--- config.mk ---
export PLATFORM = sky130hd
export DESIGN_NAME = rtcc_calendar
export DESIGN_NICKNAME = d
export VERILOG_FILES = /design/src/rtl/rtcc_pkg.sv /design/src/rtl/rtcc_alarm_match.sv /design/src/rtl/rtcc_calendar.sv
export VERILOG_INCLUDE_DIRS = /design/src /design/src/rtl
export SDC_FILE = /design/constraint.sdc
export NUM_CORES = 1
export LEC_CHECK = 0
export BUFFER_PORTS_ARGS = -buffer_cell sky130_fd_sc_hd__buf_2
export CELL_PAD_IN_SITES_DETAIL_PLACEMENT = 0
export CELL_PAD_IN_SITES_GLOBAL_PLACEMENT = 1
export CORE_ASPECT_RATIO = 1.25
export CORE_MARGIN = 2
export CORE_UTILIZATION = 52
export CTS_BUF_LIST = sky130_fd_sc_hd__clkbuf_2
export CTS_CLUSTER_SIZE = 30
export DETAILED_ROUTE_END_ITERATION = 8
export PLACE_DENSITY = 0.87
export SETUP_SLACK_MARGIN = 0.05
export SLEW_MARGIN = 10
export SYNTH_ARGS = -nofsm -noshare
export SYNTH_HDL_FRONTEND = slang
export SYNTH_SLANG_ARGS = --single-unit
--- constraint.sdc ---
create_clock -name clk_sys_in -period 8.9 [get_ports clk_sys_in]
set_clock_uncertainty 0.05 [all_clocks]
set_input_delay 1.335 -clock clk_sys_in [delete_from_list [all_inputs] [get_ports clk_sys_in]]
set_output_delay 1.335 -clock clk_sys_in [all_outputs]
set_load 0.02 [all_outputs]
--- src/rtl/rtcc_consts.svh ---
// register offsets, field layouts and reset values of the calendar counter bank
`ifndef RTCC_CONSTS_SVH
`define RTCC_CONSTS_SVH

// ----------------------------------------------------------------------------
// register offsets
// ----------------------------------------------------------------------------
`define RTCC_OFF_SECONDS 4'h2
`define RTCC_OFF_MINUTES 4'h3
`define RTCC_OFF_HOURS 4'h4
`define RTCC_OFF_DAY 4'h5
`define RTCC_OFF_WEEKDAY 4'h6
`define RTCC_OFF_MONTH 4'h7
`define RTCC_OFF_YEAR 4'h8
`define RTCC_OFF_ALM_MIN 4'h9
`define RTCC_OFF_ALM_HR 4'hA

// ----------------------------------------------------------------------------
// field positions
// ----------------------------------------------------------------------------
`define RTCC_BIT_OSC_STOP 7
`define RTCC_BIT_MATCH_DIS 7
`define RTCC_BIT_AFTERNOON 5

// ----------------------------------------------------------------------------
// reset values and counting limits
// ----------------------------------------------------------------------------
`define RTCC_RST_SECONDS 7'h00
`define RTCC_RST_MINUTES 7'h00
`define RTCC_RST_HOURS 6'h00
`define RTCC_RST_DAY 6'h01
`define RTCC_RST_WEEKDAY 3'h0
`define RTCC_RST_MONTH 5'h01
`define RTCC_RST_YEAR 8'h00
`define RTCC_RST_OSC_STOP 1'b1
`define RTCC_RST_MATCH_DIS 1'b1
`define RTCC_MAX_SEC_MIN 7'h59
`define RTCC_MAX_HR24 6'h23
`define RTCC_HR12_ELEVEN 5'h11
`define RTCC_HR12_TWELVE 5'h12
`define RTCC_HR12_ONE 5'h01
`define RTCC_MAX_WEEKDAY 3'h6
`define RTCC_MAX_MONTH 5'h12
`define RTCC_MAX_YEAR 8'h99
`define RTCC_FEB 5'h02
`define RTCC_UNMAPPED_READ 8'h00

`endif

--- src/rtl/rtcc_pkg.sv ---
// types shared by the calendar counter bank
package rtcc_pkg;

  // ----------------------------------------------------------------------------
  // register access request from the serial front end
  // ----------------------------------------------------------------------------
  typedef struct packed {
    logic wr;
    logic rd;
    logic [3:0] addr;
    logic [7:0] wdata;
  } rtcc_reg_req_t;

  // current minute and hour as seen by the alarm comparator
  typedef struct packed {
    logic [6:0] minutes;
    logic [5:0] hours;
  } rtcc_time_t;

  // increment engine state
  typedef enum logic [1:0] {
    RTCC_RUN = 2'b00,
    RTCC_FROZEN = 2'b01,
    RTCC_FROZEN_PEND = 2'b10
  } rtcc_cnt_state_t;

endpackage : rtcc_pkg

--- src/rtl/rtcc_alarm_match.sv ---
// minute and hour alarm comparator with the sticky alarm hit flag
`timescale 1ns/1ps
`default_nettype none
`include "rtcc_consts.svh"

module rtcc_alarm_match (
  // clock and reset
  input wire logic clk_sys_in,
  input wire logic nrst_in,
  // current time and alarm registers
  input wire rtcc_pkg::rtcc_time_t now_in,
  input wire logic [7:0] alarm_min_in,
  input wire logic [7:0] alarm_hr_in,
  // flag control
  input wire logic flag_clr_in,
  output logic alarm_hit_flag_out
);

  logic minute_match_disable;
  logic hour_match_disable;
  logic match_now;
  logic match_prev_reg;

  // ----------------------------------------------------------------------------
  // comparison
  // ----------------------------------------------------------------------------
  // disabled registers count as matching; nothing enabled means no alarm
  assign minute_match_disable = alarm_min_in[`RTCC_BIT_MATCH_DIS];
  assign hour_match_disable = alarm_hr_in[`RTCC_BIT_MATCH_DIS];
  assign match_now = !(minute_match_disable && hour_match_disable)
    && (minute_match_disable || (alarm_min_in[6:0] == now_in.minutes))
    && (hour_match_disable || (alarm_hr_in[5:0] == now_in.hours));

  // previous match, so only a fresh match sets the flag
  always_ff @(posedge clk_sys_in or negedge nrst_in) begin
    if (!nrst_in) begin
      match_prev_reg <= 1'b0;
    end else begin
      match_prev_reg <= match_now;
    end
  end

  // sticky flag; a fresh match in the clearing cycle wins
  always_ff @(posedge clk_sys_in or negedge nrst_in) begin
    if (!nrst_in) begin
      alarm_hit_flag_out <= 1'b0;
    end else if (match_now && !match_prev_reg) begin
      alarm_hit_flag_out <= 1'b1;
    end else if (flag_clr_in) begin
      alarm_hit_flag_out <= 1'b0;
    end
  end

endmodule : rtcc_alarm_match
`default_nettype wire

--- src/rtl/rtcc_calendar.sv ---
// calendar counter bank with access freeze, pending tick and minute/hour alarm
// What this block does
// - minutes kept BCD, tens bits 6..4
// - 12 hour: afternoon bit 5, tens bit 4
// - 24 hour: tens 0 to 2 in bits 5..4
// - hour format chosen by control select bit
// - day of month BCD, tens bits 5..4
// - February 29 when year divisible by 4
// - weekday 0 to 6 in bits 2..0, wraps
// - months BCD 01 to 12, tens bit 4
// - years two BCD digits, bits 7..0
// - counters frozen while host access runs
// - one missed tick replayed after access ends
// - only enabled alarm registers are compared
// - minute alarm: disable bit 7, BCD minute
// - hour alarm: disable bit 7, bit 6 unused
// - hour alarm 24 hour tens bits 5..4
// - seconds BCD, sticky oscillator stop flag bit 7
// - alarm flag set on fresh full match
`timescale 1ns/1ps
`default_nettype none
`include "rtcc_consts.svh"

module rtcc_calendar #(
  parameter int ADDR_W = 4
) (
  // clock and reset
  input wire logic clk_sys_in,
  input wire logic nrst_in,
  // timing sources
  input wire logic tick_1hz_in,
  input wire logic osc_stopped_in,
  // control bits from the control register
  input wire logic hour_mode_12_in,
  input wire logic alarm_flag_clr_in,
  // register access from the serial front end
  input wire logic access_active_in,
  input wire rtcc_pkg::rtcc_reg_req_t req_in,
  output logic [7:0] rdata_out,
  // status
  output logic alarm_hit_flag_out,
  output logic tick_pending_out
);

  // ----------------------------------------------------------------------------
  // elaboration check
  // ----------------------------------------------------------------------------
  if (ADDR_W != 4) begin : g_bad_addr_w
    $error("rtcc_calendar: ADDR_W must be 4");
  end

  // ----------------------------------------------------------------------------
  // state
  // ----------------------------------------------------------------------------
  logic [6:0] sec_reg;
  logic osc_stop_flag_reg;
  logic [6:0] min_reg;
  logic [5:0] hr_reg;
  logic [5:0] day_reg;
  logic [2:0] wday_reg;
  logic [4:0] mon_reg;
  logic [7:0] year_reg;
  logic [7:0] alm_min_reg;
  logic [7:0] alm_hr_reg;
  logic [6:0] sec_next;
  logic [6:0] min_next;
  logic [5:0] hr_next;
  logic [5:0] day_next;
  logic [2:0] wday_next;
  logic [4:0] mon_next;
  logic [7:0] year_next;
  rtcc_pkg::rtcc_cnt_state_t cnt_state_reg;
  logic osc_sync1_reg;
  logic osc_sync2_reg;
  logic apply_tick;
  logic leap_year;
  logic [5:0] month_last_day;
  logic wr_hit;
  rtcc_pkg::rtcc_time_t now_time;

  // ----------------------------------------------------------------------------
  // helpers
  // ----------------------------------------------------------------------------
  // two digit bcd increment, caller handles the wrap value
  function automatic logic [7:0] bcd_inc(input logic [7:0] v);
    logic [7:0] r;
    r = v;
    if (v[3:0] == 4'h9) begin
      r = {v[7:4] + 4'h1, 4'h0};
    end else begin
      r = {v[7:4], v[3:0] + 4'h1};
    end
    return r;
  endfunction : bcd_inc

  // ----------------------------------------------------------------------------
  // oscillator stop input synchroniser
  // ----------------------------------------------------------------------------
  // the stop indication comes from the oscillator domain
  always_ff @(posedge clk_sys_in or negedge nrst_in) begin
    if (!nrst_in) begin
      osc_sync1_reg <= 1'b0;
      osc_sync2_reg <= 1'b0;
    end else begin
      osc_sync1_reg <= osc_stopped_in;
      osc_sync2_reg <= osc_sync1_reg;
    end
  end

  // ----------------------------------------------------------------------------
  // freeze and pending tick
  // ----------------------------------------------------------------------------
  // only one tick can be held, so an access longer than a second loses time
  always_ff @(posedge clk_sys_in or negedge nrst_in) begin
    if (!nrst_in) begin
      cnt_state_reg <= rtcc_pkg::RTCC_RUN;
    end else begin
      case (cnt_state_reg)
        rtcc_pkg::RTCC_RUN: begin
          // a tick in the very cycle the frame opens must be held, not lost
          if (access_active_in && tick_1hz_in) begin
            cnt_state_reg <= rtcc_pkg::RTCC_FROZEN_PEND;
          end else if (access_active_in) begin
            cnt_state_reg <= rtcc_pkg::RTCC_FROZEN;
          end
        end
        rtcc_pkg::RTCC_FROZEN: begin
          if (!access_active_in) begin
            cnt_state_reg <= rtcc_pkg::RTCC_RUN;
          end else if (tick_1hz_in) begin
            cnt_state_reg <= rtcc_pkg::RTCC_FROZEN_PEND;
          end
        end
        rtcc_pkg::RTCC_FROZEN_PEND: begin
          if (!access_active_in) begin
            cnt_state_reg <= rtcc_pkg::RTCC_RUN;
          end
        end
        default: begin
          cnt_state_reg <= rtcc_pkg::RTCC_RUN;
        end
      endcase
    end
  end

  // increment when running, or replay the held tick when the access ends
  assign apply_tick = !access_active_in && (tick_1hz_in ||
    (cnt_state_reg == rtcc_pkg::RTCC_FROZEN_PEND));
  assign tick_pending_out = (cnt_state_reg == rtcc_pkg::RTCC_FROZEN_PEND);

  // ----------------------------------------------------------------------------
  // calendar arithmetic
  // ----------------------------------------------------------------------------
  // divisible by 4: even tens with units 0/4/8, odd tens with units 2/6
  assign leap_year = year_reg[4] ? (year_reg[3:0] == 4'h2 || year_reg[3:0] == 4'h6)
    : (year_reg[3:0] == 4'h0 || year_reg[3:0] == 4'h4 || year_reg[3:0] == 4'h8);

  // last day of the current month in bcd
  always_comb begin
    case (mon_reg)
      `RTCC_FEB: month_last_day = leap_year ? 6'h29 : 6'h28;
      5'h04, 5'h06, 5'h09, 5'h11: month_last_day = 6'h30;
      default: month_last_day = 6'h31;
    endcase
  end

  // one second step with the full carry ripple
  always_comb begin
    logic day_adv;
    logic mon_adv;
    logic min_carry;
    logic hr_carry;
    logic year_adv;
    day_adv = 1'b0;
    mon_adv = 1'b0;
    min_carry = 1'b0;
    hr_carry = 1'b0;
    year_adv = 1'b0;
    sec_next = sec_reg;
    min_next = min_reg;
    hr_next = hr_reg;
    day_next = day_reg;
    wday_next = wday_reg;
    mon_next = mon_reg;
    year_next = year_reg;
    if (apply_tick) begin
      // seconds and minutes wrap at 59
      if (sec_reg == `RTCC_MAX_SEC_MIN) begin
        sec_next = 7'h00;
        min_carry = 1'b1;
      end else begin
        sec_next = 7'(bcd_inc({1'b0, sec_reg}));
      end
      if (min_carry) begin
        if (min_reg == `RTCC_MAX_SEC_MIN) begin
          min_next = 7'h00;
          hr_carry = 1'b1;
        end else begin
          min_next = 7'(bcd_inc({1'b0, min_reg}));
        end
      end
      // hours in the selected format
      if (hr_carry) begin
        if (hour_mode_12_in) begin
          if (hr_reg[4:0] == `RTCC_HR12_ELEVEN) begin
            hr_next = {~hr_reg[`RTCC_BIT_AFTERNOON], `RTCC_HR12_TWELVE};
            day_adv = hr_reg[`RTCC_BIT_AFTERNOON];
          end else if (hr_reg[4:0] == `RTCC_HR12_TWELVE) begin
            hr_next = {hr_reg[`RTCC_BIT_AFTERNOON], `RTCC_HR12_ONE};
          end else begin
            hr_next = {hr_reg[`RTCC_BIT_AFTERNOON], 5'(bcd_inc({3'h0, hr_reg[4:0]}))};
          end
        end else if (hr_reg == `RTCC_MAX_HR24) begin
          hr_next = 6'h00;
          day_adv = 1'b1;
        end else begin
          hr_next = 6'(bcd_inc({2'h0, hr_reg}));
        end
      end
      // day, weekday, month, year
      if (day_adv) begin
        wday_next = (wday_reg >= `RTCC_MAX_WEEKDAY) ? 3'h0 : wday_reg + 3'h1;
        if (day_reg >= month_last_day) begin
          day_next = 6'h01;
          mon_adv = 1'b1;
        end else begin
          day_next = 6'(bcd_inc({2'h0, day_reg}));
        end
      end
      if (mon_adv) begin
        if (mon_reg >= `RTCC_MAX_MONTH) begin
          mon_next = 5'h01;
          year_adv = 1'b1;
        end else begin
          mon_next = 5'(bcd_inc({3'h0, mon_reg}));
        end
      end
      if (year_adv) begin
        year_next = (year_reg == `RTCC_MAX_YEAR) ? 8'h00 : bcd_inc(year_reg);
      end
    end
  end

  // ----------------------------------------------------------------------------
  // time and date registers
  // ----------------------------------------------------------------------------
  assign wr_hit = req_in.wr;

  // a host write takes precedence over the step for the same register
  always_ff @(posedge clk_sys_in or negedge nrst_in) begin
    if (!nrst_in) begin
      sec_reg <= `RTCC_RST_SECONDS;
      min_reg <= `RTCC_RST_MINUTES;
      hr_reg <= `RTCC_RST_HOURS;
      day_reg <= `RTCC_RST_DAY;
      wday_reg <= `RTCC_RST_WEEKDAY;
      mon_reg <= `RTCC_RST_MONTH;
      year_reg <= `RTCC_RST_YEAR;
    end else begin
      sec_reg <= (wr_hit && req_in.addr == `RTCC_OFF_SECONDS) ? req_in.wdata[6:0] : sec_next;
      min_reg <= (wr_hit && req_in.addr == `RTCC_OFF_MINUTES) ? req_in.wdata[6:0] : min_next;
      hr_reg <= (wr_hit && req_in.addr == `RTCC_OFF_HOURS) ? req_in.wdata[5:0] : hr_next;
      day_reg <= (wr_hit && req_in.addr == `RTCC_OFF_DAY) ? req_in.wdata[5:0] : day_next;
      wday_reg <= (wr_hit && req_in.addr == `RTCC_OFF_WEEKDAY) ? req_in.wdata[2:0] : wday_next;
      mon_reg <= (wr_hit && req_in.addr == `RTCC_OFF_MONTH) ? req_in.wdata[4:0] : mon_next;
      year_reg <= (wr_hit && req_in.addr == `RTCC_OFF_YEAR) ? req_in.wdata : year_next;
    end
  end

  // sticky oscillator stop flag; a stop in the clearing cycle wins
  always_ff @(posedge clk_sys_in or negedge nrst_in) begin
    if (!nrst_in) begin
      osc_stop_flag_reg <= `RTCC_RST_OSC_STOP;
    end else if (osc_sync2_reg) begin
      osc_stop_flag_reg <= 1'b1;
    end else if (wr_hit && req_in.addr == `RTCC_OFF_SECONDS) begin
      osc_stop_flag_reg <= req_in.wdata[`RTCC_BIT_OSC_STOP];
    end
  end

  // ----------------------------------------------------------------------------
  // alarm registers
  // ----------------------------------------------------------------------------
  // both start disabled; bit 6 of the hour alarm is not stored
  always_ff @(posedge clk_sys_in or negedge nrst_in) begin
    if (!nrst_in) begin
      alm_min_reg <= {`RTCC_RST_MATCH_DIS, 7'h00};
      alm_hr_reg <= {`RTCC_RST_MATCH_DIS, 7'h00};
    end else if (wr_hit && req_in.addr == `RTCC_OFF_ALM_MIN) begin
      alm_min_reg <= req_in.wdata;
    end else if (wr_hit && req_in.addr == `RTCC_OFF_ALM_HR) begin
      alm_hr_reg <= {req_in.wdata[7], 1'b0, req_in.wdata[5:0]};
    end
  end

  assign now_time = '{minutes: min_reg, hours: hr_reg};

  // comparator and sticky alarm flag
  rtcc_alarm_match u_alarm (
    .clk_sys_in(clk_sys_in),
    .nrst_in(nrst_in),
    .now_in(now_time),
    .alarm_min_in(alm_min_reg),
    .alarm_hr_in(alm_hr_reg),
    .flag_clr_in(alarm_flag_clr_in),
    .alarm_hit_flag_out(alarm_hit_flag_out)
  );

  // ----------------------------------------------------------------------------
  // read data
  // ----------------------------------------------------------------------------
  // registered read; unused bits and unmapped offsets read as zero
  always_ff @(posedge clk_sys_in or negedge nrst_in) begin
    if (!nrst_in) begin
      rdata_out <= 8'h00;
    end else if (req_in.rd) begin
      if (req_in.addr == `RTCC_OFF_SECONDS) begin
        rdata_out <= {osc_stop_flag_reg, sec_reg};
      end else if (req_in.addr == `RTCC_OFF_MINUTES) begin
        rdata_out <= {1'b0, min_reg};
      end else if (req_in.addr == `RTCC_OFF_HOURS) begin
        rdata_out <= {2'h0, hr_reg};
      end else if (req_in.addr == `RTCC_OFF_DAY) begin
        rdata_out <= {2'h0, day_reg};
      end else if (req_in.addr == `RTCC_OFF_WEEKDAY) begin
        rdata_out <= {5'h00, wday_reg};
      end else if (req_in.addr == `RTCC_OFF_MONTH) begin
        rdata_out <= {3'h0, mon_reg};
      end else if (req_in.addr == `RTCC_OFF_YEAR) begin
        rdata_out <= year_reg;
      end else if (req_in.addr == `RTCC_OFF_ALM_MIN) begin
        rdata_out <= alm_min_reg;
      end else if (req_in.addr == `RTCC_OFF_ALM_HR) begin
        rdata_out <= alm_hr_reg;
      end else begin
        rdata_out <= `RTCC_UNMAPPED_READ;
      end
    end
  end

endmodule : rtcc_calendar
`default_nettype wire

==> results by group, run 1 <==
Final layout
  • Area occupied by multi-input gates: 2940 µm²
  • Layout cells sized above 1: 12.6%
  • Non-Filler Cell Area, Final: 5320 µm²
  • Synthesis-to-finish area growth: 5.77%
  • Number of fill cells in the layout: 898
  • Sequential standard cell area: 1810 µm²
  • Number of diodes added for antenna fixing: 0
  • Number of nets in the final layout: 631

STA
  • Highest clock rate: 291 MHz
  • Slew Viols, Final: 0
  • Tightest Pin Transition: 0.943 ns
  • Setup TNS: 0 ns
  • Endpoints failing hold: 0
  • Slew Limit Headroom: 37.2%
  • Setup Viol. Count Final: 0
  • Minimum clock period after layout: 3.44 ns
  • Final-layout worst hold slack: 0.357 ns
  • Unrepaired setup endpoints after global routing: false
  • Share of the cycle needed by the critical path after routing: 38.7%

Synthesis
  • Cell count after synthesis: 591
  • FFs w/ async S/R, synth: 100%
  • Most frequent cell after synthesis: sky130_fd_sc_hd__dfrtp_1
  • Average size of a mapped cell: 8.52 µm²
  • Cell variety after synth: 68
  • Number of enable-type register cells in the synthesized netlist: 0
  • Share of the synthesized area in the top cell type: 33.3%
  • Warning count from the yosys run: 0
  • Ranking of synthesized cells by area: sky130_fd_sc_hd__dfrtp_1 (33%), sky130_fd_sc_hd__ha_1 (4.5%), sky130_fd_sc_hd__nor2_1 (4.1%)
  • Primary flip-flop cell chosen by synthesis mapping: sky130_fd_sc_hd__dfrtp_1
  • Post-Synthesis Net Count: 630
  • Top cell types by occurrence after synthesis: sky130_fd_sc_hd__dfrtp_1 (67), sky130_fd_sc_hd__nor2_1 (55), sky130_fd_sc_hd__nand2_1 (44), sky130_fd_sc_hd__a21oi_1 (40), sky130_fd_sc_hd__o21ai_0 (35)
  • Cell taking the most area after synthesis: sky130_fd_sc_hd__dfrtp_1
  • Sequential cell area fraction in the yosys report: 35.9%
  • Synthesized flop and latch total: 72
  • Summed instance area of the synthesized netlist: 5030 µm²

Die
  • Boundary Pins: 31
  • Vertical die dimension: 114 µm
  • Core Area: 9510 µm²
  • Number of core rows: 40
  • Die Footprint: 10,500 µm²
  • Initial cell density of the core: 52.9%
  • Die Span X: 92 µm

Placement
  • Placement-stage cell area: 5180 µm²
  • Detailed-placement wirelength estimate: 10.5 mm
  • Routability congestion estimate: 0.954
  • Number of I/O port buffers: 30

Critical path
  • Startpoint class of the critical path: flop
  • Worst Path Max Fanout: 10
  • Data required time of the critical path: 9.37 ns
  • Setup slack, reg-to-reg: 5.46 ns
  • Length in cells of the worst reg-to-reg path: 10
  • Worst endpoint data arrival time: 3.91 ns
  • Kind of critical path: flop to flop
  • Worst Setup End Kind: flop

Power
  • Relative contribution of sequential cells to total power: 48.5%
  • Internal Pwr Total: 0.000641 W
  • LEAKAGE: 2.19 nW
  • Clock share of power: 21.3%
  • Switching part of the total: 40.5%
  • Max rail drop VDD: 0.0844 mV
  • Share of power burned in combinational logic: 30.2%
  • Total design power: 0.00108 W
  • Power density over the cells: 202 nW/µm²
  • Total net switching power: 0.000437 W

Global route
  • Global-route usage over all layers: 29.8%
  • Wire length of the first global-routing pass: 23.9 mm
  • Largest net degree at the start of global routing: 73
  • GR Overflow Total: 0
  • Vias in the first global route: 4,399
  • Antenna violations before repair: 0

Hold path
  • Number of cells traversed by the worst hold path: 0
  • Path category of the worst min-delay check: flop to flop

Detailed routing
  • First-pass DRT Iterations: 5
  • Wire length after detailed routing: 14.7 mm
  • Mean routed wirelength per cell: 20.4 µm
  • Ratio of routed vias to standard cells: 6.49
  • Initial DRC Count: 361
  • Remaining routing DRC violations: 0
  • Antenna Nets Post-Route: 0
  • Vias after detailed routing: 4,690

CTS
  • Setup Fix Bufs, Post-CTS: 0
  • Cts-stage hold buffer count: 0
  • Worst skew pair latency: 0.60 ns
  • Clock Tree Buf Depth: 2
  • Clk root buf: sky130_fd_sc_hd__clkbuf_2
  • Clock-pin slew on the worst setup and hold paths: 0.24 ns
  • Max H-tree Level: 3
  • Total number of clock tree sinks: 72
  • Number of buffers added by the clock tree synthesis step: 9
  • CTS tree: done
  • # resized after CTS: 0

Flow run
  • Max capacitance violation total: 0

Status
  • Status: finished clean
-- worst max-delay path: stages (launching register included) --
cell,delay [ns]
sky130_fd_sc_hd__dfrtp_1,0.56
sky130_fd_sc_hd__a211oi_1,0.09
sky130_fd_sc_hd__a31oi_1,0.15
sky130_fd_sc_hd__o21ai_0,0.10
sky130_fd_sc_hd__a2111oi_0,0.43
sky130_fd_sc_hd__a21oi_1,0.09
sky130_fd_sc_hd__ha_1,0.27
sky130_fd_sc_hd__or4b_1,0.49
sky130_fd_sc_hd__a211o_1,0.44
sky130_fd_sc_hd__or4_1,0.53
sky130_fd_sc_hd__a31oi_1,0.18
-- final cells by class --
class	count	area share (%)
clock buffer	10	0.940
clock inverter	6	1.76
inverter	28	1.97
multi-input combinational	449	55.3
sequential	72	34.0
tap	126	2.96
timing repair buffer	32	3.15
-- routing by layer --
layer	part of all wire, %	wire length [µm]	track usage [%]
met5	0	0	0
met4	3.3	489	14.4
met3	5.1	754	3.17
met2	49	7210	49.3
met1	43	6290	39.1
-- metrics by stage --
stage          utilization, %  worst slack, ns  std cells
3_3_place_gp             54.5             5.27        707
4_1_cts                  56.0             5.47        723
5_1_grt                  56.0             5.18        723
6_report                 56.0             5.46        723
3_5_place_dp             54.5             5.19        707
2_1_floorplan               -             5.73        591
-- layout by cell type, fill, tap and decap left out, types with 5 or more instances in the layout --
cell type                   n
sky130_fd_sc_hd__nand4_1    5
sky130_fd_sc_hd__a221oi_1   6
sky130_fd_sc_hd__a21oi_1   40
sky130_fd_sc_hd__buf_2     29
sky130_fd_sc_hd__mux2i_1   14
sky130_fd_sc_hd__inv_1     28
sky130_fd_sc_hd__mux2_2    15
sky130_fd_sc_hd__o21ai_0   35
sky130_fd_sc_hd__nor3b_1    5
sky130_fd_sc_hd__nand2b_1  11
sky130_fd_sc_hd__a31oi_1   29
sky130_fd_sc_hd__nor2b_1    5
sky130_fd_sc_hd__xor2_1     9
sky130_fd_sc_hd__dfstp_2    5
sky130_fd_sc_hd__dfrtp_1   67
sky130_fd_sc_hd__or4_1      5
sky130_fd_sc_hd__nand3b_1   9
sky130_fd_sc_hd__clkbuf_2  10
sky130_fd_sc_hd__o31ai_1    8
sky130_fd_sc_hd__a211oi_1   5
sky130_fd_sc_hd__ha_1      18
sky130_fd_sc_hd__nor3_1    16
sky130_fd_sc_hd__or3_1      6
sky130_fd_sc_hd__nor4_1     5
sky130_fd_sc_hd__nor2_1    55
sky130_fd_sc_hd__nand3_1   16
sky130_fd_sc_hd__xnor2_1    8
sky130_fd_sc_hd__nand2_1   44
sky130_fd_sc_hd__and3_1     6
-- path summary, 6_finish.rpt --
| path | from | to |
|---|---|---|
| worst max-delay path | year_reg[4]$_DFFE_PN0P_ | day_reg[3]$_DFFE_PN0P_ |
| worst min-delay path | osc_sync1_reg$_DFF_PN0_ | osc_sync2_reg$_DFF_PN0_ |
| worst max register to register | year_reg[4]$_DFFE_PN0P_ | day_reg[3]$_DFFE_PN0P_ |
| worst min register to register | osc_sync1_reg$_DFF_PN0_ | osc_sync2_reg$_DFF_PN0_ |
| max in group asynchronous | nrst_in | mon_reg[2]$_DFFE_PN0P_ |
| min in group asynchronous | nrst_in | min_reg[6]$_DFFE_PN0P_ |
-- power by group through the flow --
stage	Combinational [W]	Sequential [W]	Clock, W
finish	0.000325	0.000523	0.000229
global route	0.000370	0.000535	0.000242
CTS	0.000325	0.000520	0.000229
detailed placement	0.000323	0.000528	0
global placement	0.000312	0.000525	0
floorplan	0.000265	0.000474	0
-- logic make-up after synthesis --
| kind of cell | synth area share (%) |
|---|---|
| AO/OA/AOI/OAI | 22.8 |
| adder cells (fa/ha/maj) | 4.47 |
| flip-flops | 35.9 |
| buffers and inverters | 5.64 |
| XOR/XNOR | 2.96 |
| AND/OR/NAND/NOR | 22.0 |
| multiplexers | 6.14 |
No activity file was read; power rests on OpenSTA's default activity.
==> run 2, diff against run 1 <==
--- a/config.mk
+++ b/config.mk
@@ -11,11 +11,11 @@
 export CELL_PAD_IN_SITES_GLOBAL_PLACEMENT = 1
 export CORE_ASPECT_RATIO = 1.25
 export CORE_MARGIN = 2
-export CORE_UTILIZATION = 52
+export CORE_UTILIZATION = 44
 export CTS_BUF_LIST = sky130_fd_sc_hd__clkbuf_2
 export CTS_CLUSTER_SIZE = 30
 export DETAILED_ROUTE_END_ITERATION = 8
-export PLACE_DENSITY = 0.87
+export PLACE_DENSITY = 0.78
 export SETUP_SLACK_MARGIN = 0.05
 export SLEW_MARGIN = 10
 export SYNTH_ARGS = -nofsm -noshare
==> constraint.sdc (replaced) <==
create_clock -name clk_sys_in -period 3.1 [get_ports clk_sys_in]
set_clock_uncertainty 0.05 [all_clocks]
set_input_delay 0.465 -clock clk_sys_in [delete_from_list [all_inputs] [get_ports clk_sys_in]]
set_output_delay 0.465 -clock clk_sys_in [all_outputs]
set_load 0.02 [all_outputs]
==> run 2 against run 1 <==
Compared with the run above: worst hold slack got worse by 0.23 ns; power grew to 3.0 times the previous value; critical path depth is 2 higher; first-iteration DRC count increased by 30%; maximum frequency increased by 13%; flip-flop and latch count unchanged; via count increased by 1.6%; sequential power rose to 2.8 times the previous value; clock power increased to 2.8 times the previous value; register-to-register slack worse by 5.4 ns; critical path type unchanged; largest cell class unchanged.
==> results by group, run 2 (synthesized netlist as in run 1, its figures left out) <==
Critical path
  • Number of buffer and inverter stages on the critical path: 1
  • Worst Path Max Fanout: 7
  • Data required time of the critical path: 3.49 ns
  • Worst endpoint data arrival time: 3.43 ns
  • Cell with the most instances on the worst path: sky130_fd_sc_hd__a31oi_1
  • Worst Setup End Kind: flop
  • Kind of critical path: flop to flop
  • Critical path cell sequence: a211oi_1, a31oi_1, o21ai_1, a2111oi_2, a21oi_1, ha_1, or4b_4, a211o_4, buf_6, o2111ai_4, or4_1, a31oi_1
  • Crit path max-delay cell type: sky130_fd_sc_hd__or4b_4
  • Crit path max-delay family: compound AO/OA/AOI/OAI gates
  • Max stage delay on crit path: 0.51 ns
  • Startpoint class of the critical path: flop

Detailed routing
  • Mean routed wirelength per cell: 20.2 µm
  • Ratio of routed vias to standard cells: 6.28
  • Antenna Nets Post-Route: 0
  • Initial DRC Count: 471
  • First-pass DRT Iterations: 5
  • Vias after detailed routing: 4,764
  • Remaining routing DRC violations: 0
  • Wire length after detailed routing: 15.3 mm

Global route
  • Vias in the first global route: 4,428
  • Wire length of the first global-routing pass: 24.4 mm
  • Antenna violations before repair: 0
  • GR Overflow Total: 0
  • Largest net degree at the start of global routing: 73
  • Global-route usage over all layers: 26.0%

STA
  • Tightest Pin Transition: 0.967 ns
  • Endpoints failing hold: 0
  • Unrepaired setup endpoints after global routing: true
  • Slew Viols, Final: 0
  • Minimum clock period after layout: 3.04 ns
  • Highest clock rate: 329 MHz
  • Worst setup slack after layout: 0.0643 ns
  • Share of the cycle needed by the critical path after routing: 97.9%
  • Slew Limit Headroom: 35.5%
  • Final-layout worst hold slack: 0.126 ns
  • Setup Viol. Count Final: 0

Placement
  • Routability congestion estimate: 0.901
  • Detailed-placement wirelength estimate: 11.0 mm
  • Post-placement worst setup slack: -0.0482 ns
  • Number of I/O port buffers: 30

Die
  • Die Footprint: 12,300 µm²
  • Boundary Pins: 31
  • Number of core rows: 43
  • Initial cell density of the core: 45.2%
  • Vertical die dimension: 124 µm
  • Die Span X: 99.7 µm
  • Core Area: 11,100 µm²

Power
  • LEAKAGE: 2.33 nW
  • Max rail drop VDD: 0.197 mV
  • Total design power: 0.00318 W
  • Power density over the cells: 570 nW/µm²

Flow run
  • Max capacitance violation total: 0

Final layout
  • Number of nets in the final layout: 658
  • Most common cell after layout, fill and taps aside: sky130_fd_sc_hd__dfrtp_1
  • Commonest cells after routing, fill and taps aside: sky130_fd_sc_hd__dfrtp_1 (67), sky130_fd_sc_hd__nor2_1 (54), sky130_fd_sc_hd__nand2_1 (43)
  • Synthesis-to-finish area growth: 11.0%
  • Number of diodes added for antenna fixing: 0
  • Layout cells sized above 1: 17.0%

CTS
  • Max H-tree Level: 3
  • CTS tree: done
  • Total number of clock tree sinks: 72
  • Clock Tree Buf Depth: 2
  • Worst skew pair latency: 0.56 ns
  • Clock-pin slew on the worst setup and hold paths: 0.21 ns
  • Number of buffers added by the clock tree synthesis step: 9
  • Clk root buf: sky130_fd_sc_hd__clkbuf_2

Status
  • Status: finished clean

Hold path
  • Path category of the worst min-delay check: input pin to flop
## run 2: where the power goes
group / total, W / switching, W / internal (W) / leakage (nW)
Combinational: 0.00111 / 0.000609 / 0.000502 / 1.40
Clock: 0.000631 / 0.000363 / 0.000268 / 0.0837
Sequential: 0.00144 / 0.000291 / 0.00115 / 0.842
## run 2: final cells by class
class | count | area, µm²
flip-flops and latches | 72 | 1810
multi-input cells | 449 | 2990
clock inverters | 6 | 82.6
repair buffers | 59 | 382
inverters | 28 | 105
fillers | 1098 | 5550
clock buffers | 10 | 50.0
well taps | 135 | 169
## run 2: repair_timing
item | 4_1_cts | 5_1_grt
gates resized for setup | 10 | 4
hold buffers | 3 | 0
pin swaps | 7 | 7
hold endpoints to repair | 66 | 0
setup endpoints to repair | 16 | 19
setup buffers | 2 | 1
## run 2: final timing paths
| check | start | slack [ns] | endpoint | cells past startpoint |
|---|---|---|---|---|
| hold reg to reg | osc_sync1_reg$_DFF_PN0_ | 0.33 | osc_sync2_reg$_DFF_PN0_ | 0 |
| min in group asynchronous | nrst_in | 0.53 | min_reg[6]$_DFFE_PN0P_ | 2 |
| hold / removal | access_active_in | 0.13 | cnt_state_reg[1]$_DFFE_PN0P_ | 3 |
| max in group asynchronous | nrst_in | 1.86 | sec_reg[1]$_DFFE_PN0P_ | 2 |
| setup reg to reg | year_reg[3]$_DFFE_PN0P_ | 0.06 | mon_reg[1]$_DFFE_PN0P_ | 12 |
| setup / recovery | year_reg[3]$_DFFE_PN0P_ | 0.06 | mon_reg[1]$_DFFE_PN0P_ | 12 |
## run 2: layer usage
| layer | wire length [µm] | up-vias | global-route usage (%) |
|---|---|---|---|
| li1 | - | 2235 | - |
| met1 | 6530 | 2324 | 33.8 |
| met2 | 7510 | 175 | 43.4 |
| met3 | 855 | 30 | 4.71 |
| met4 | 449 | 0 | 9.42 |
| met5 | 0 | - | 0 |
## run 2: stage by stage
stage	instances	util, %	cell area [µm²]	setup TNS [ns]
floorplan	591	-	5040	0
global placement	737	48.1	5360	0
detailed placement	737	48.1	5360	-0.235
CTS	758	50.0	5560	-0.0124
global route	759	50.2	5590	-0.856
finish	759	50.2	5590	0
## run 2: tightest hold or removal path, cell delays in order
cell and delay (ns):
sky130_fd_sc_hd__buf_2 0.08, sky130_fd_sc_hd__inv_1 0.07, sky130_fd_sc_hd__nor2_1 0.10
==> run 3, diff against run 2 <==
--- a/config.mk
+++ b/config.mk
@@ -16,6 +16,7 @@
 export CTS_CLUSTER_SIZE = 30
 export DETAILED_ROUTE_END_ITERATION = 8
 export PLACE_DENSITY = 0.78
+export REMOVE_ABC_BUFFERS = 1
 export SETUP_SLACK_MARGIN = 0.05
 export SLEW_MARGIN = 10
 export SYNTH_ARGS = -nofsm -noshare
==> run 3 against run 2 <==
Compared with the run above: worst hold slack lost 0.022 ns; clock power grew 19%; critical endpoint is now day_reg[3]$_DFFE_PN0P_; maximum frequency is 0.80% lower; register-to-register slack worse by 0.02 ns; first-iteration DRC count decreased by 9.1%; utilization is 0.83 points higher; sequential share of layout area down 0.53 points; highest routed layer unchanged; sequential power hardly changed.
==> results by group, run 3 (synthesized netlist as in run 1, its figures left out) <==
STA
  • Slew Viols, Final: 0
  • Unrepaired setup endpoints after global routing: true
  • Slew Limit Headroom: 35.7%
  • Share of the cycle needed by the critical path after routing: 98.7%
  • Endpoints failing hold: 0
  • Minimum clock period after layout: 3.06 ns
  • Highest clock rate: 327 MHz
  • Setup Viol. Count Final: 0
  • Tightest Pin Transition: 0.965 ns

Global route
  • Vias in the first global route: 4,599
  • Antenna violations before repair: 0
  • GR Overflow Total: 0
  • Largest net degree at the start of global routing: 73
  • Global-route usage over all layers: 26.4%
  • Wire length of the first global-routing pass: 25.2 mm

Detailed routing
  • Initial DRC Count: 428
  • Highest routing layer actually used: met4
  • Vias after detailed routing: 4,764
  • Ratio of routed vias to standard cells: 6.22
  • Wire length after detailed routing: 15.4 mm
  • Sum of routed wire segments on met1: 6.75 mm
  • Remaining routing DRC violations: 0
  • DR WL met2: 7.63 mm
  • Wire length on met3: 616 µm
  • First-pass DRT Iterations: 7
  • Antenna Nets Post-Route: 0
  • Mean routed wirelength per cell: 20.1 µm

Die
  • Initial cell density of the core: 45.2%
  • Vertical die dimension: 124 µm
  • Core Area: 11,100 µm²
  • Die Span X: 99.7 µm
  • Boundary Pins: 31
  • Number of core rows: 43
  • Die Footprint: 12,300 µm²

Critical path
  • Startpoint class of the critical path: flop
  • Crit path max-delay family: compound AO/OA/AOI/OAI gates
  • Critical path cell sequence: a211oi_2, a31oi_1, o21ai_1, a2111oi_2, a21oi_1, ha_1, or4b_4, a211o_1, or4_1, a31oi_1
  • Number of buffer and inverter stages on the critical path: 0
  • Max stage delay on crit path: 0.50 ns
  • Cell with the most instances on the worst path: sky130_fd_sc_hd__a31oi_1
  • Worst endpoint data arrival time: 3.49 ns
  • Crit path max-delay cell type: sky130_fd_sc_hd__dfrtp_1
  • Worst Setup End Kind: flop
  • Kind of critical path: flop to flop
  • Worst Path Max Fanout: 5
  • Data required time of the critical path: 3.52 ns

Placement
  • Routability congestion estimate: 0.903
  • Detailed-placement wirelength estimate: 11.1 mm
  • Number of I/O port buffers: 30
  • Number of cells in the design after placement: 743

Final layout
  • Synthesis-to-finish area growth: 12.9%
  • Commonest cells after routing, fill and taps aside: sky130_fd_sc_hd__dfrtp_1 (67), sky130_fd_sc_hd__nor2_1 (54), sky130_fd_sc_hd__nand2_1 (43)
  • Number of fill cells in the layout: 1,102
  • Number of nets in the final layout: 665
  • Utilization of the core after routing: 51.0%
  • Number of non-filler instances in the completed layout: 766
  • Number of diodes added for antenna fixing: 0
  • Layout cells sized above 1: 18.2%
  • Most common cell after layout, fill and taps aside: sky130_fd_sc_hd__dfrtp_1

CTS
  • Number of buffers added by the clock tree synthesis step: 9
  • Total number of clock tree sinks: 72
  • Clock Tree Buf Depth: 2
  • Clk root buf: sky130_fd_sc_hd__clkbuf_2
  • Worst skew pair latency: 0.57 ns
  • CTS tree: done
  • Max H-tree Level: 3
  • Clock-pin slew on the worst setup and hold paths: 0.22 ns

Power
  • Switching part of the total: 38.8%
  • Max rail drop VDD: 0.252 mV
  • Internal Pwr Total: 0.00203 W
  • Clock share of power: 22.6%
  • Power density over the cells: 584 nW/µm²
  • LEAKAGE: 2.39 nW
  • Share of power burned in combinational logic: 34.0%
  • Relative contribution of sequential cells to total power: 43.4%
  • Total net switching power: 0.00129 W

Hold path
  • Path category of the worst min-delay check: input pin to flop

Flow run
  • Max capacitance violation total: 0

Status
  • Status: finished clean
==> run 3: cell types whose count changed in the layout (fill, tap and decap cells not counted), sizes merged <==
cell,before,now
clkinvlp,0,1
inv,29,30
bufinv,2,3
clkinv,3,0
buf,56,63
==> run 3: path summary, 6_finish.rpt <==
path                                          from                          to  slack [ns]  cells past startpoint
max in group asynchronous                  nrst_in      day_reg[5]$_DFFE_PN0P_        1.85                      2
hold / removal                           req_in[7]     year_reg[7]$_DFFE_PN0P_        0.10                      3
setup reg to reg           year_reg[1]$_DFFE_PN0P_      day_reg[3]$_DFFE_PN0P_        0.04                     10
min in group asynchronous                  nrst_in  alm_min_reg[3]$_DFFE_PN0P_        0.50                      2
hold reg to reg            osc_sync1_reg$_DFF_PN0_     osc_sync2_reg$_DFF_PN0_        0.33                      0
setup / recovery           year_reg[1]$_DFFE_PN0P_      day_reg[3]$_DFFE_PN0P_        0.04                     10
==> run 3: worst min-delay path: stages <==
cell and delay [ns]:
sky130_fd_sc_hd__buf_2 0.13, sky130_fd_sc_hd__nand2_1 0.06, sky130_fd_sc_hd__o31ai_1 0.05
==> run 3: area by class of cell <==
class | instances | area, µm² | share of cell area, %
timing repair buffer | 66 | 430 | 7.58
clock inverter | 6 | 115 | 2.03
clock buffer | 10 | 50.0 | 0.881
multi-input combinational | 449 | 3000 | 52.9
inverter | 28 | 105 | 1.85
sequential | 72 | 1810 | 31.8
tap | 135 | 169 | 2.97
==> run 3: per-stage QoR <==
step	TNS [ns]	area [µm²]	setup WS [ns]	power [W]	hold slack (ns)
finish	0	5680	0.0397	0.00332	0.104
global placement	-0.0186	5400	-0.0186	0.00248	0.284
detailed placement	-0.0894	5400	-0.0443	0.00251	0.289
CTS	0	5640	0.0221	0.00328	0.0935
global route	-0.512	5680	-0.0717	0.00354	0.0904
floorplan	0	4850	0.0673	0.00207	0.119
==> run 3: power groups by stage <==
stage,Sequential [W],Combinational (W),Clock (W)
finish,0.00144,0.00113,0.000748
global route,0.00148,0.00127,0.000794
CTS,0.00143,0.00110,0.000753
detailed placement,0.00145,0.00106,0
global placement,0.00144,0.00104,0
floorplan,0.00141,0.000661,0
==> run 3: timing repair <==
action,CTS,global route
cloned,0,0
buffers inserted,1,3
setup endpoints to repair,17,17
endpoints found under the hold margin,33,0
resized for setup,10,6
pin swaps,5,8
hold buffers,3,0
==> run 3: layer usage <==
metal / track usage [%] / vias up
met5: 0 / -
met4: 9.33 / 0
met3: 2.92 / 29
met2: 45.5 / 143
met1: 34.5 / 2343
li1: - / 2249
